==> src/inc/fax_demod_consts.vh <==
`ifndef FAX_DEMOD_CONSTS_VH
`define FAX_DEMOD_CONSTS_VH

// Clock rate and state timeout
`define CLK_MHZ 125
`define STATE_TMO_MS 1000
`define STATE_TMO_CYC ((`STATE_TMO_MS) * 1000 * (`CLK_MHZ))

// Partial-page retry limit
`define RETRY_LIMIT 2'h3
`define RETRY_RESET 2'h0

// Register offsets (byte addresses)
`define REG_CTRL 4'h0
`define REG_STATUS 4'h4

// Control register fields and reset value
`define CTRL_ENABLE_BIT 0
`define CTRL_RESET 1'h1

// Status register field positions
`define STAT_STATE_LSB 0
`define STAT_COUNT_LSB 10
`define STAT_RATE_LSB 12
`define STAT_KIND_LSB 16
`define STAT_DEMUX_BIT 20
`define STAT_MUX_BIT 21

// T.30 message codes on msg_code
`define MSG_DIS 6'h01
`define MSG_DCS 6'h02
`define MSG_NSS 6'h03
`define MSG_NSC 6'h04
`define MSG_DTC 6'h05
`define MSG_CFR 6'h06
`define MSG_CRP 6'h07
`define MSG_FTT 6'h08
`define MSG_DCN 6'h09
`define MSG_MCF 6'h0a
`define MSG_RTP 6'h0b
`define MSG_RTN 6'h0c
`define MSG_PPR 6'h0d
`define MSG_PIN 6'h0e
`define MSG_PIP 6'h0f
`define MSG_EOP 6'h10
`define MSG_EOM 6'h11
`define MSG_MPS 6'h12
`define MSG_PRI_EOP 6'h13
`define MSG_PRI_EOM 6'h14
`define MSG_PRI_MPS 6'h15
`define MSG_PPS_EOP 6'h16
`define MSG_PPS_EOM 6'h17
`define MSG_PPS_MPS 6'h18
`define MSG_PPS_PRI_EOP 6'h19
`define MSG_PPS_PRI_EOM 6'h1a
`define MSG_PPS_PRI_MPS 6'h1b
`define MSG_PPS_NULL 6'h1c

`endif

==> src/hw/fax_demod_endpoint_call_fsm.v <==
`include "fax_demod_consts.vh"

// Operation
// - Compatible DCS/NSS in local setup: store rate/kind, demod path, begin, clear count.
// - Incompatible DCS/NSS in local setup: release everything, back to idle.
// - NSC or DTC from channel side in local setup: take remodulating role.
// - V.21 arriving during training or page: packet voice, halt request, release, idle.
// - Stop confirm: packet voice, then confirm-to-receive or post-page command.
// - Abandon confirm during training or page: packet voice, release, idle.
// - DCS or NSS from channel side awaiting confirm: packet voice, release, idle.
// - CFR from packet side: demod path, begin with stored values, await page end.
// - CRP, FTT, NSC or DTC from packet side: back to local setup.
// - Next channel-side message latched as post-page command; then await response.
// - EOP-class command answered by MCF: release resources, return to idle.
// - EOM-class with MCF, or EOM/PRI-EOM with RTP/RTN: back to local setup.
// - MPS-class command answered by MCF: multipage, retry count cleared.
// - PPR with retry count below 3: multipage, retry count incremented.
// - Multipage: demod path, begin with stored values, await page end.
// - PPR with retry count at 3: clear count, await continue or retransmission end.
// - MPS, EOP, PRI-MPS or PRI-EOP with RTN/RTP: back to local setup.
// - PIN or PIP response: enter await-command state.
// - Timed states expire without a message: release resources, return to idle.
// - Final DCN or DIS from either side in timed states: release, idle.
// - Idle, enabled, packet voice, packet-side DIS and free demodulator: allocate, local setup.
module fax_demod_endpoint_call_fsm #(
  parameter [31:0] local_setup_cycles = `STATE_TMO_CYC,
  parameter [31:0] remote_setup_cycles = `STATE_TMO_CYC,
  parameter [31:0] confirm_cycles = `STATE_TMO_CYC,
  parameter [31:0] post_cmd_cycles = `STATE_TMO_CYC,
  parameter [31:0] post_resp_cycles = `STATE_TMO_CYC,
  parameter [31:0] command_cycles = `STATE_TMO_CYC,
  parameter [31:0] retx_cycles = `STATE_TMO_CYC
) (
  input wire mclk,
  input wire nrst,
  input wire msg_valid,
  input wire [5:0] msg_code,
  input wire msg_final,
  input wire msg_from_pkt,
  input wire [3:0] msg_rate,
  input wire [3:0] msg_kind,
  input wire rate_kind_ok,
  input wire demod_avail,
  input wire v21_arriving_chan,
  input wire v21_arriving_pkt,
  input wire ml_stop_confirm,
  input wire modlayer_abandon_confirm,
  input wire [3:0] reg_addr,
  input wire [31:0] reg_wdata,
  input wire reg_wr,
  input wire reg_rd,
  output reg [31:0] reg_rdata,
  output reg demod_remod_path,
  output reg far_demod_remod_path,
  output wire packet_voice_path,
  output reg modlayer_begin_request,
  output reg modlayer_halt_request,
  output wire [3:0] begin_rate,
  output wire [3:0] begin_kind,
  output reg resource_alloc,
  output reg resource_release,
  output reg [3:0] stored_modem_rate,
  output reg [3:0] stored_modem_kind,
  output reg [1:0] partial_page_retry_count,
  output reg [9:0] call_state
);

  localparam [9:0] S_IDLE = 10'h001;
  localparam [9:0] S_LSET = 10'h002;
  localparam [9:0] S_RSET = 10'h004;
  localparam [9:0] S_TRAIN = 10'h008;
  localparam [9:0] S_CFR = 10'h010;
  localparam [9:0] S_PAGE = 10'h020;
  localparam [9:0] S_PCMD = 10'h040;
  localparam [9:0] S_PRSP = 10'h080;
  localparam [9:0] S_CMD = 10'h100;
  localparam [9:0] S_CTC = 10'h200;

  reg [9:0] state_d;
  reg [5:0] cmd_q;
  reg [5:0] cmd_d;
  reg [31:0] tmr_q;
  reg [31:0] tmr_d;
  reg enable_q;
  reg [3:0] rate_d;
  reg [3:0] kind_d;
  reg [1:0] cnt_d;
  reg demux_d;
  reg mux_d;
  reg begin_d;
  reg halt_d;
  reg alloc_d;
  reg release_d;
  reg kill;
  reg multipage;
  wire expire;
  wire chan_msg;
  wire pkt_msg;

  function timed;
    input [9:0] s;
    begin
      timed = !(s == S_IDLE || s == S_TRAIN || s == S_PAGE);
    end
  endfunction

  function [31:0] tmo;
    input [9:0] s;
    begin
      case (s)
        S_LSET: tmo = local_setup_cycles;
        S_RSET: tmo = remote_setup_cycles;
        S_CFR: tmo = confirm_cycles;
        S_PCMD: tmo = post_cmd_cycles;
        S_PRSP: tmo = post_resp_cycles;
        S_CMD: tmo = command_cycles;
        S_CTC: tmo = retx_cycles;
        default: tmo = 32'h0;
      endcase
    end
  endfunction

  function is_eop;
    input [5:0] c;
    begin
      is_eop = c == `MSG_EOP || c == `MSG_PRI_EOP || c == `MSG_PPS_EOP || c == `MSG_PPS_PRI_EOP;
    end
  endfunction

  function is_eom;
    input [5:0] c;
    begin
      is_eom = c == `MSG_EOM || c == `MSG_PRI_EOM || c == `MSG_PPS_EOM || c == `MSG_PPS_PRI_EOM;
    end
  endfunction

  function is_mps;
    input [5:0] c;
    begin
      is_mps = c == `MSG_MPS || c == `MSG_PRI_MPS || c == `MSG_PPS_MPS ||
               c == `MSG_PPS_PRI_MPS || c == `MSG_PPS_NULL;
    end
  endfunction

  // Setup and role-swap codes are decoded in two states
  function is_setup;
    input [5:0] c;
    begin
      is_setup = c == `MSG_DCS || c == `MSG_NSS;
    end
  endfunction

  function is_swap;
    input [5:0] c;
    begin
      is_swap = c == `MSG_NSC || c == `MSG_DTC;
    end
  endfunction

  // Strobes are single-cycle by contract with the demodulators
  assign chan_msg = msg_valid && !msg_from_pkt;
  assign pkt_msg = msg_valid && msg_from_pkt;

  // A message in the same cycle as the last count wins over the timeout
  assign expire = timed(call_state) && tmr_q == 32'h0 && !msg_valid;

  assign packet_voice_path = !demod_remod_path && !far_demod_remod_path;
  assign begin_rate = stored_modem_rate;
  assign begin_kind = stored_modem_kind;

  always @* begin
    state_d = call_state;
    cmd_d = cmd_q;
    rate_d = stored_modem_rate;
    kind_d = stored_modem_kind;
    cnt_d = partial_page_retry_count;
    demux_d = demod_remod_path;
    mux_d = far_demod_remod_path;
    begin_d = 1'b0;
    halt_d = 1'b0;
    alloc_d = 1'b0;
    release_d = 1'b0;
    kill = 1'b0;
    multipage = 1'b0;
    case (call_state)
      S_IDLE: begin
        if (pkt_msg && msg_code == `MSG_DIS && demod_avail && enable_q && packet_voice_path) begin
          alloc_d = 1'b1;
          state_d = S_LSET;
        end
      end
      S_LSET: begin
        if (chan_msg && is_setup(msg_code)) begin
          if (rate_kind_ok) begin
            rate_d = msg_rate;
            kind_d = msg_kind;
            demux_d = 1'b1;
            begin_d = 1'b1;
            cnt_d = `RETRY_RESET;
            state_d = S_TRAIN;
          end else begin
            kill = 1'b1;
          end
        end else if (chan_msg && is_swap(msg_code)) begin
          state_d = S_RSET;
        end
      end
      S_TRAIN, S_PAGE: begin
        // Abandon outranks stop, which outranks a fresh V.21 burst
        if (modlayer_abandon_confirm) begin
          kill = 1'b1;
        end else if (ml_stop_confirm) begin
          demux_d = 1'b0;
          mux_d = 1'b0;
          state_d = (call_state == S_TRAIN) ? S_CFR : S_PCMD;
        end else if (v21_arriving_chan || v21_arriving_pkt) begin
          halt_d = 1'b1;
          kill = 1'b1;
        end
      end
      S_CFR: begin
        if (chan_msg && is_setup(msg_code)) begin
          kill = 1'b1;
        end else if (pkt_msg && msg_code == `MSG_CFR) begin
          demux_d = 1'b1;
          begin_d = 1'b1;
          state_d = S_PAGE;
        end else if (pkt_msg && (msg_code == `MSG_CRP || msg_code == `MSG_FTT || is_swap(msg_code))) begin
          state_d = S_LSET;
        end
      end
      S_PCMD: begin
        if (chan_msg) begin
          cmd_d = msg_code;
          state_d = S_PRSP;
        end
      end
      S_PRSP: begin
        if (pkt_msg) begin
          case (msg_code)
            `MSG_PPR: begin
              if (partial_page_retry_count < `RETRY_LIMIT) begin
                cnt_d = partial_page_retry_count + 2'h1;
                multipage = 1'b1;
              end else begin
                cnt_d = `RETRY_RESET;
                state_d = S_CTC;
              end
            end
            `MSG_PIN, `MSG_PIP: begin
              state_d = S_CMD;
            end
            `MSG_MCF: begin
              if (is_eop(cmd_q)) begin
                kill = 1'b1;
              end else if (is_eom(cmd_q)) begin
                state_d = S_LSET;
              end else if (is_mps(cmd_q)) begin
                cnt_d = `RETRY_RESET;
                multipage = 1'b1;
              end
            end
            `MSG_RTP, `MSG_RTN: begin
              if (cmd_q == `MSG_EOM || cmd_q == `MSG_PRI_EOM) begin
                state_d = S_LSET;
              end else if (cmd_q == `MSG_MPS || cmd_q == `MSG_EOP ||
                           cmd_q == `MSG_PRI_MPS || cmd_q == `MSG_PRI_EOP) begin
                state_d = S_LSET;
              end
            end
            default: begin
              state_d = call_state;
            end
          endcase
        end
      end
      S_RSET, S_CMD, S_CTC: begin
        // Only the timeout and disconnect handling below act here
        state_d = call_state;
      end
      default: begin
        state_d = S_IDLE;
        kill = 1'b1;
      end
    endcase
    if (multipage) begin
      demux_d = 1'b1;
      begin_d = 1'b1;
      state_d = S_PAGE;
    end
    if (timed(call_state)) begin
      if (msg_valid && msg_final && (msg_code == `MSG_DCN || msg_code == `MSG_DIS)) begin
        kill = 1'b1;
      end
      if (expire) begin
        kill = 1'b1;
      end
    end
    if (kill) begin
      state_d = S_IDLE;
      demux_d = 1'b0;
      mux_d = 1'b0;
      begin_d = 1'b0;
      release_d = 1'b1;
    end
  end

  // Timer reloads on entry and on every message, so it only fires on silence
  always @* begin
    if (state_d != call_state || (msg_valid && timed(call_state))) begin
      tmr_d = tmo(state_d);
    end else if (tmr_q != 32'h0) begin
      tmr_d = tmr_q - 32'h1;
    end else begin
      tmr_d = tmr_q;
    end
  end

  always @(posedge mclk) begin
    if (!nrst) begin
      call_state <= S_IDLE;
      cmd_q <= 6'h00;
      tmr_q <= 32'h0;
      stored_modem_rate <= 4'h0;
      stored_modem_kind <= 4'h0;
      partial_page_retry_count <= `RETRY_RESET;
      demod_remod_path <= 1'b0;
      far_demod_remod_path <= 1'b0;
      modlayer_begin_request <= 1'b0;
      modlayer_halt_request <= 1'b0;
      resource_alloc <= 1'b0;
      resource_release <= 1'b0;
    end else begin
      call_state <= state_d;
      cmd_q <= cmd_d;
      tmr_q <= tmr_d;
      stored_modem_rate <= rate_d;
      stored_modem_kind <= kind_d;
      partial_page_retry_count <= cnt_d;
      demod_remod_path <= demux_d;
      far_demod_remod_path <= mux_d;
      modlayer_begin_request <= begin_d;
      modlayer_halt_request <= halt_d;
      resource_alloc <= alloc_d;
      resource_release <= release_d;
    end
  end

  // Register port: control steers idle acceptance, status shows live state
  always @(posedge mclk) begin
    if (!nrst) begin
      enable_q <= `CTRL_RESET;
      reg_rdata <= 32'h0;
    end else begin
      if (reg_wr && reg_addr == `REG_CTRL) begin
        enable_q <= reg_wdata[`CTRL_ENABLE_BIT];
      end
      reg_rdata <= 32'h0;
      if (reg_rd) begin
        case (reg_addr)
          `REG_CTRL: begin
            reg_rdata[`CTRL_ENABLE_BIT] <= enable_q;
          end
          `REG_STATUS: begin
            reg_rdata[`STAT_STATE_LSB +: 10] <= call_state;
            reg_rdata[`STAT_COUNT_LSB +: 2] <= partial_page_retry_count;
            reg_rdata[`STAT_RATE_LSB +: 4] <= stored_modem_rate;
            reg_rdata[`STAT_KIND_LSB +: 4] <= stored_modem_kind;
            reg_rdata[`STAT_DEMUX_BIT] <= demod_remod_path;
            reg_rdata[`STAT_MUX_BIT] <= far_demod_remod_path;
          end
          default: begin
            reg_rdata <= 32'h0;
          end
        endcase
      end
    end
  end

endmodule

==> config.mk <==
export PLATFORM = sky130hd
export DESIGN_NAME = fax_demod_endpoint_call_fsm
export DESIGN_NICKNAME = d
export VERILOG_FILES = /design/src/hw/fax_demod_endpoint_call_fsm.v
export VERILOG_INCLUDE_DIRS = /design/src /design/src/inc
export SDC_FILE = /design/constraint.sdc
export NUM_CORES = 1
export LEC_CHECK = 0
export ABC_AREA = 1
export BUFFER_PORTS_ARGS = -buffer_cell sky130_fd_sc_hd__buf_2
export CAP_MARGIN = 20
export CORE_MARGIN = 2
export CORE_UTILIZATION = 26
export DETAILED_ROUTE_END_ITERATION = 12
export SETUP_SLACK_MARGIN = 0.05
export SYNTH_ARGS = -nofsm -noshare
export SYNTH_HDL_FRONTEND = slang
export SYNTH_SLANG_ARGS = --single-unit
==> constraint.sdc <==
create_clock -name mclk -period 7.7 [get_ports mclk]
set_input_delay 0.385 -clock mclk [delete_from_list [all_inputs] [get_ports mclk]]
set_output_delay 0.385 -clock mclk [all_outputs]
set_load 0.1 [all_outputs]
==> results.yml, run 1 <==
outcome:
  status: "completed"
synth:
  synth_seq_cells: 85
  ys_types: 44
  yosysWarnings: 0
  netlist_instances: 795
  yosysSeqAreaShare: 0.326
  syn_area_um2: 5230
  syn_area_per_cell_um2: 6.58
floorplan:
  pin_count: 130
  die_y_um: 146
  fp.dieW_um: 146
  die-area_um2: 21300
  coreArea_um2: 19600
  fp-row-count: 51
  start_util: 0.267
route:
  antenna_left: 0
  totalWireLength_um: 15100
  firstDrtPassIters: 5
  drt_iter0_drc: 334
  wire_per_inst_um: 13.2
  vias_per_cell: 4.54
  drc: 0
  vias: 5178
run:
  drv_cap: 0
clock_tree:
  cts_post_setup_buffers_inserted: 0
  cts_made_buffers: 9
  cts_resized: 0
  htree_levels: 3
  clk_pin_slew_worst_paths_ns: 0.07
  clock-root-buffer: "clkbuf_16"
  clock_path_buffers: 2
  clock_latency_ns: 0.36
  cts_sinks: 85
  holdBufCountCts: 0
  cts_tree: "yes"
global_route:
  grt_pass1_vias: 4739
  antenna_found_initial: 0
  grt_util_all_layers: 0.145
  grt_overflow_total: 0
  grt_pass1_wl_um: 24600
  grt_max_degree: 23
sta:
  tightestPinTransition_ns: 0.690
  fmax_mhz: 295
  fin_crit_sh: 0.440
  relSlewSlack: 0.538
  rsz0062_at_grt: "false"
  hold-worst-slack_ns: 0.285
  setup_tns_ns: 0
  post-route-min-period_ns: 3.39
  drv_slew: 0
  clock_skew_ns: 0.00575
  setup_viol: 0
  finalHoldViolations: 0
worst_setup_path:
  crit_top_cell: "nand2_1"
  path_max_fanout: 17
  crit_buf_inv: 3
  path_class: "reg -> reg"
  cp_slowest_cell: "dfxtp_1"
  critPathTopFamily: "simple AND/OR/NAND/NOR gates"
  r2r_start: "call_state[1]$_SDFF_PN0_"
  worstRegToRegCells: 17
  crit_path_end: "tmr_q[25]$_SDFFE_PN0P_"
  startpoint_type: "flop"
  arrival_ns: 3.60
  ff2ff_setup_slack_ns: 4.31
  path_cells: "inv_2 -> nor2_1 -> nand3_1 -> nor2_2 -> inv_2 -> nand3_2 -> inv_1 -> nand2_1 -> nand3_4 -> nor2_8 -> nand3_1 -> nand2_1 -> nand2_1 -> nor2_4 -> nand4_4 -> nand2_2 -> a21oi_1"
  cp.depth: 17
  cp_slowest_stage_delay_ns: 0.66
  setup.worst_path.start: "call_state[1]$_SDFF_PN0_"
  critPathRequiredTime_ns: 7.92
  worst_setup_path_end_kind: "flop"
  r2r-end: "tmr_q[25]$_SDFFE_PN0P_"
layout:
  final_cell_mix: "nand2_1 (173), inv_1 (108), nor2_1 (102)"
  drive_gt1_frac: 0.199
  area_growth_pct: 16.9
  mostFrequentLayoutCell: "nand2_1"
  nets: 935
  antenna-diode-count: 0
pwr:
  leakage_nw: 2.93
  p_per_area_nw_per_um2: 276
  ir_drop_v: 0.000112
  power_w: 0.00168
placement:
  dpl.hpwl_um: 11700
  gp_congestion: 0.892
  numPortBuffers: 86
worst_hold_path:
  hold_class: "in -> reg"
per-layer routing:
layer  routed length [um]  global-route usage  vias up
met3                  984              0.0326       19
met1                 7010               0.196     2341
met4                  284              0.0475        0
met5                    0                   0        -
met2                 6800               0.228      161
li1                     -                   -     2657
state kept, by name (all words and copies together), names as in the netlist:
register and count:
modlayer_halt_request 1, reg_rdata 21, begin_rate 4, resource_alloc 1, begin_kind 4, partial_page_retry_count 2
tmr_q 32, enable_q 1, call_state 10, resource_release 1, cmd_q 6, demod_remod_path 1
modlayer_begin_request 1
through the flow:
stage,instance area (um2),setup WS [ns],instances,utilization
global placement,5800,4.05,1124,0.296
global route,6110,3.89,1140,0.312
finish,6110,4.31,1140,0.312
detailed placement,5800,4.07,1124,0.296
CTS,6110,4.31,1140,0.312
floorplan,5270,4.46,806,-
report_power, final:
| group | internal (W) | switching (W) |
|---|---|---|
| Combinational | 0.000230 | 0.000424 |
| Clock | 0.000263 | 0.000196 |
| Sequential | 0.000514 | 0.0000585 |
cells in the mapped netlist (all sizes together):
library cell  count  area (um2)
nand2           179         697
o32ai             1        8.76
nand3            84         475
xor2             10        87.6
nor3             19         123
o2111ai           1        8.76
clkbuf            7        26.3
dfxtp            85        1700
nor4              7        43.8
a211oi            2        15.0
o21ai            45         233
o21bai            3        22.5
nor2            126         606
ha                2        25.0
xnor2             1        8.76
buf              27         211
a21boi            1        18.8
or2               2        12.5
clkinv            1        3.75
conb              1        3.75
and3              2        12.5
a21oi            47         273
inv             122         460
nand4            17         128
o211ai            3        22.5
logic make-up after synthesis:
family | Yosys count | synth area share
other cells | 1 | 0.000717
flops | 85 | 0.326
compound gates | 103 | 0.115
buf+inv | 157 | 0.134
xor+xnor | 11 | 0.0184
fa+ha+maj | 2 | 0.00479
simple gates | 436 | 0.401
cell type report:
type	instances	area, um2
Sequential cell	85	1700
Fill cell	2210	13500
Inverter	123	464
Multi-Input combinational cell	564	2870
Timing Repair Buffer	87	438
Clock inverter	6	70.1
Clock buffer	10	239
Tap cell	265	332
worst min path at each step:
stage                                    start                  endpoint  slack, ns  depth (start not counted)
finish                            reg_wdata[0]     enable_q$_SDFFE_PN1P_       0.28                          3
global route                      reg_wdata[0]     enable_q$_SDFFE_PN1P_       0.28                          3
CTS                               reg_wdata[0]     enable_q$_SDFFE_PN1P_       0.27                          3
detailed placement  begin_rate[0]$_SDFFE_PN0P_  reg_rdata[12]$_SDFF_PN0_       0.46                          2
global placement    begin_kind[0]$_SDFFE_PN0P_  reg_rdata[16]$_SDFF_PN0_       0.45                          2
floorplan                cmd_q[4]$_SDFFE_PN0P_     cmd_q[4]$_SDFFE_PN0P_       0.45                          2
worst reg2reg max path: stages, from the launching register on:
cell and delay [ns]:
dfxtp_1 0.66, inv_2 0.23, nor2_1 0.18, nand3_1 0.10, nor2_2 0.27, inv_2 0.07
nand3_2 0.09, inv_1 0.04, nand2_1 0.10, nand3_4 0.13, nor2_8 0.19, nand3_1 0.10
nand2_1 0.10, nand2_1 0.08, nor2_4 0.17, nand4_4 0.29, nand2_2 0.36, a21oi_1 0.08
Note: power is estimated with default switching activity, not from simulation.
==> run 2: changes to the inputs <==
==> constraint.sdc (replaced) <==
create_clock -name mclk -period 2.89 [get_ports mclk]
set_input_delay 0.1445 -clock mclk [delete_from_list [all_inputs] [get_ports mclk]]
set_output_delay 0.1445 -clock mclk [all_outputs]
set_load 0.1 [all_outputs]
==> run 2 against run 1 <==
  * The flow now finishes with violations (negative setup slack)
  * Register-to-register slack got worse by 4.3 ns
  * Global-route usage rose by 0.41 points
  * Sequential power rose to 2.7 times the previous value
  * Non-clock buffer count rose by 61
  * Worst hold slack got worse by 0.24 ns
  * Via count rose by 5.9%
  * Die area did not move
  * First-iteration DRC count rose by 21%
  * Largest cell class unchanged
  * Total power rose to 2.8 times the previous value
  * Fmax rose by 17%
==> results.yml, run 2 (synthesized netlist as in run 1, its figures left out) <==
outcome:
  status: "finished, violations left"
  violations: "negative setup slack"
worst_hold_path:
  holdPathStages: 2
  hold_class: "in -> reg"
worst_setup_path:
  cp_slowest_cell: "dfxtp_2"
  arrival_ns: 3.19
  worst_setup_path_end_kind: "flop"
  startpoint_type: "flop"
  path_max_fanout: 6
  worstRegToRegCells: 20
  critPathRequiredTime_ns: 3.19
  path_cells: "nor2_4 -> buf_6 -> buf_6 -> nand3_4 -> nor2_4 -> nor2_2 -> nand3_2 -> nor2_1 -> nor2_2 -> nand3_1 -> nand2_1 -> nand2_1 -> nor3_4 -> buf_6 -> nand3_4 -> nor2_8 -> clkinv_8 -> buf_8 -> o21bai_1 -> nor2_1"
  crit_top_cell: "buf_6"
  path_class: "reg -> reg"
  cp_slowest_stage_delay_ns: 0.34
run:
  drv_cap: 0
sta:
  drv_slew: 0
  tightestPinTransition_ns: 0.702
  fin_crit_sh: 1.00
  post-route-min-period_ns: 2.90
  fmax_mhz: 345
  finalHoldViolations: 0
  relSlewSlack: 0.532
  clock_skew_ns: 0.00847
  rsz0062_at_grt: "true"
  worst_slack_ns: -0.00949
  setup_viol: 3
  setup_tns_ns: -0.0168
clock_tree:
  clock_path_buffers: 2
  cts_tree: "yes"
  clk_pin_slew_worst_paths_ns: 0.07
  clock_latency_ns: 0.36
  clock-root-buffer: "clkbuf_16"
  htree_levels: 3
  cts_sinks: 85
  cts_made_buffers: 9
  holdBufCountCts: 0
global_route:
  grt_pass1_vias: 4887
  grt_overflow_total: 0
  antenna_found_initial: 0
  grt_util_all_layers: 0.149
  grt_max_degree: 23
  grt_pass1_wl_um: 25300
layout:
  final_cell_mix: "nand2_1 (163), inv_1 (105), nor2_1 (95)"
  drive_gt1_frac: 0.298
  stdcell_area_um2: 6820
  area_growth_pct: 30.5
  largest_registers: "tmr_q: 32 flops, reg_rdata: 21 flops, call_state: 10 flops"
  largest_register_ffs: 32
  top_register: "tmr_q"
  nets: 997
  final_core_util: 0.348
  mostFrequentLayoutCell: "nand2_1"
floorplan:
  pin_count: 130
  die-area_um2: 21300
  coreArea_um2: 19600
  fp-row-count: 51
  fp.dieW_um: 146
  die_y_um: 146
  start_util: 0.267
route:
  vias: 5486
  vias_per_cell: 4.56
  antenna_left: 0
  firstDrtPassIters: 5
  drt_iter0_drc: 403
  drc: 0
  totalWireLength_um: 16200
  wire_per_inst_um: 13.4
placement:
  dpl_cell_area_um2: 6150
  numPortBuffers: 86
  dpl.hpwl_um: 12300
  gp_congestion: 0.954
pwr:
  leakage_nw: 3.27
  p_comb_frac: 0.421
  power.share.sequential: 0.322
  switching_share: 0.410
  clkPwrFrac: 0.257
  ir_drop_v: 0.000336
  p_int_w: 0.00279
  power.switching_w: 0.00194
  p_per_area_nw_per_um2: 693
==> run 2: cell types whose count changed in the layout (fill, tap and decap cells not counted), moves of 7 or more <==
cell,previous run,this run
buf_6,0,9
buf_4,1,51
dfxtp_1,85,73
nor2_1,102,95
dfxtp_2,0,12
nand2_1,173,163
nand2_2,4,12
==> run 2: timing repair <==
| item | in CTS | in global routing |
|---|---|---|
| setup endpoints to repair | 1 | 32 |
| buffers inserted | 0 | 19 |
| resized for setup | 0 | 61 |
| pin swaps | 1 | 3 |
| cloned | 0 | 1 |
==> run 2: worst paths after layout <==
| kind | start | end | slack (ns) |
|---|---|---|---|
| setup / recovery | call_state[9]$_SDFF_PN0_ | tmr_q[31]$_SDFFE_PN0P_ | -0.009 |
| hold / removal | modlayer_abandon_confirm | modlayer_halt_request$_SDFF_PP0_ | 0.04 |
| setup reg to reg | call_state[9]$_SDFF_PN0_ | tmr_q[31]$_SDFFE_PN0P_ | -0.009 |
| hold reg to reg | begin_rate[1]$_SDFFE_PN0P_ | reg_rdata[13]$_SDFF_PN0_ | 0.47 |
==> run 2: worst max-delay path, delay by kind of cell (launching register included) <==
family	cells	cell delay [ns]
AO/OA/AOI/OAI	1	0.15
buffers and inverters	5	0.59
flip-flops	1	0.34
AND/OR/NAND/NOR	14	1.77
==> run 2: power groups by stage <==
stage,Clock [W],Combinational (W),Sequential (W)
final,0.00121,0.00199,0.00152
after global routing,0.00130,0.00227,0.00155
after CTS,0.00125,0.00183,0.00152
after detailed placement,0,0.00182,0.00154
after global placement,0,0.00181,0.00154
after floorplan,0,0.00146,0.00151
==> run 2: area by class of cell <==
class	instances	area, um2
fill	2107	12800
multi-input combinational	565	3030
sequential	85	1720
timing repair buffer	148	950
inverter	123	485
tap	265	332
clock buffer	9	225
clock inverter	7	81.3
antenna	1	2.50
==> run 2: metal layers <==
metal  part of all wire  global-route usage  vias up  wire, um
met5                  0                   0        -         0
met4              0.010              0.0304        0       165
met3              0.057              0.0354       19       916
met2               0.46               0.240      175      7500
met1               0.47               0.204     2500      7600
li1                   -                   -     2792         -
==> run 2: per-stage QoR <==
step           instances  worst slack (ns)  hold slack (ns)  power (W)
2_1_floorplan        806            0.0509            0.223    0.00298
3_3_place_gp        1166             0.108            0.387    0.00335
3_5_place_dp        1166            0.0671            0.399    0.00336
4_1_cts             1182            0.0540           0.0203    0.00461
5_1_grt             1202            -0.182           0.0370    0.00512
6_report            1203          -0.00949           0.0433    0.00473
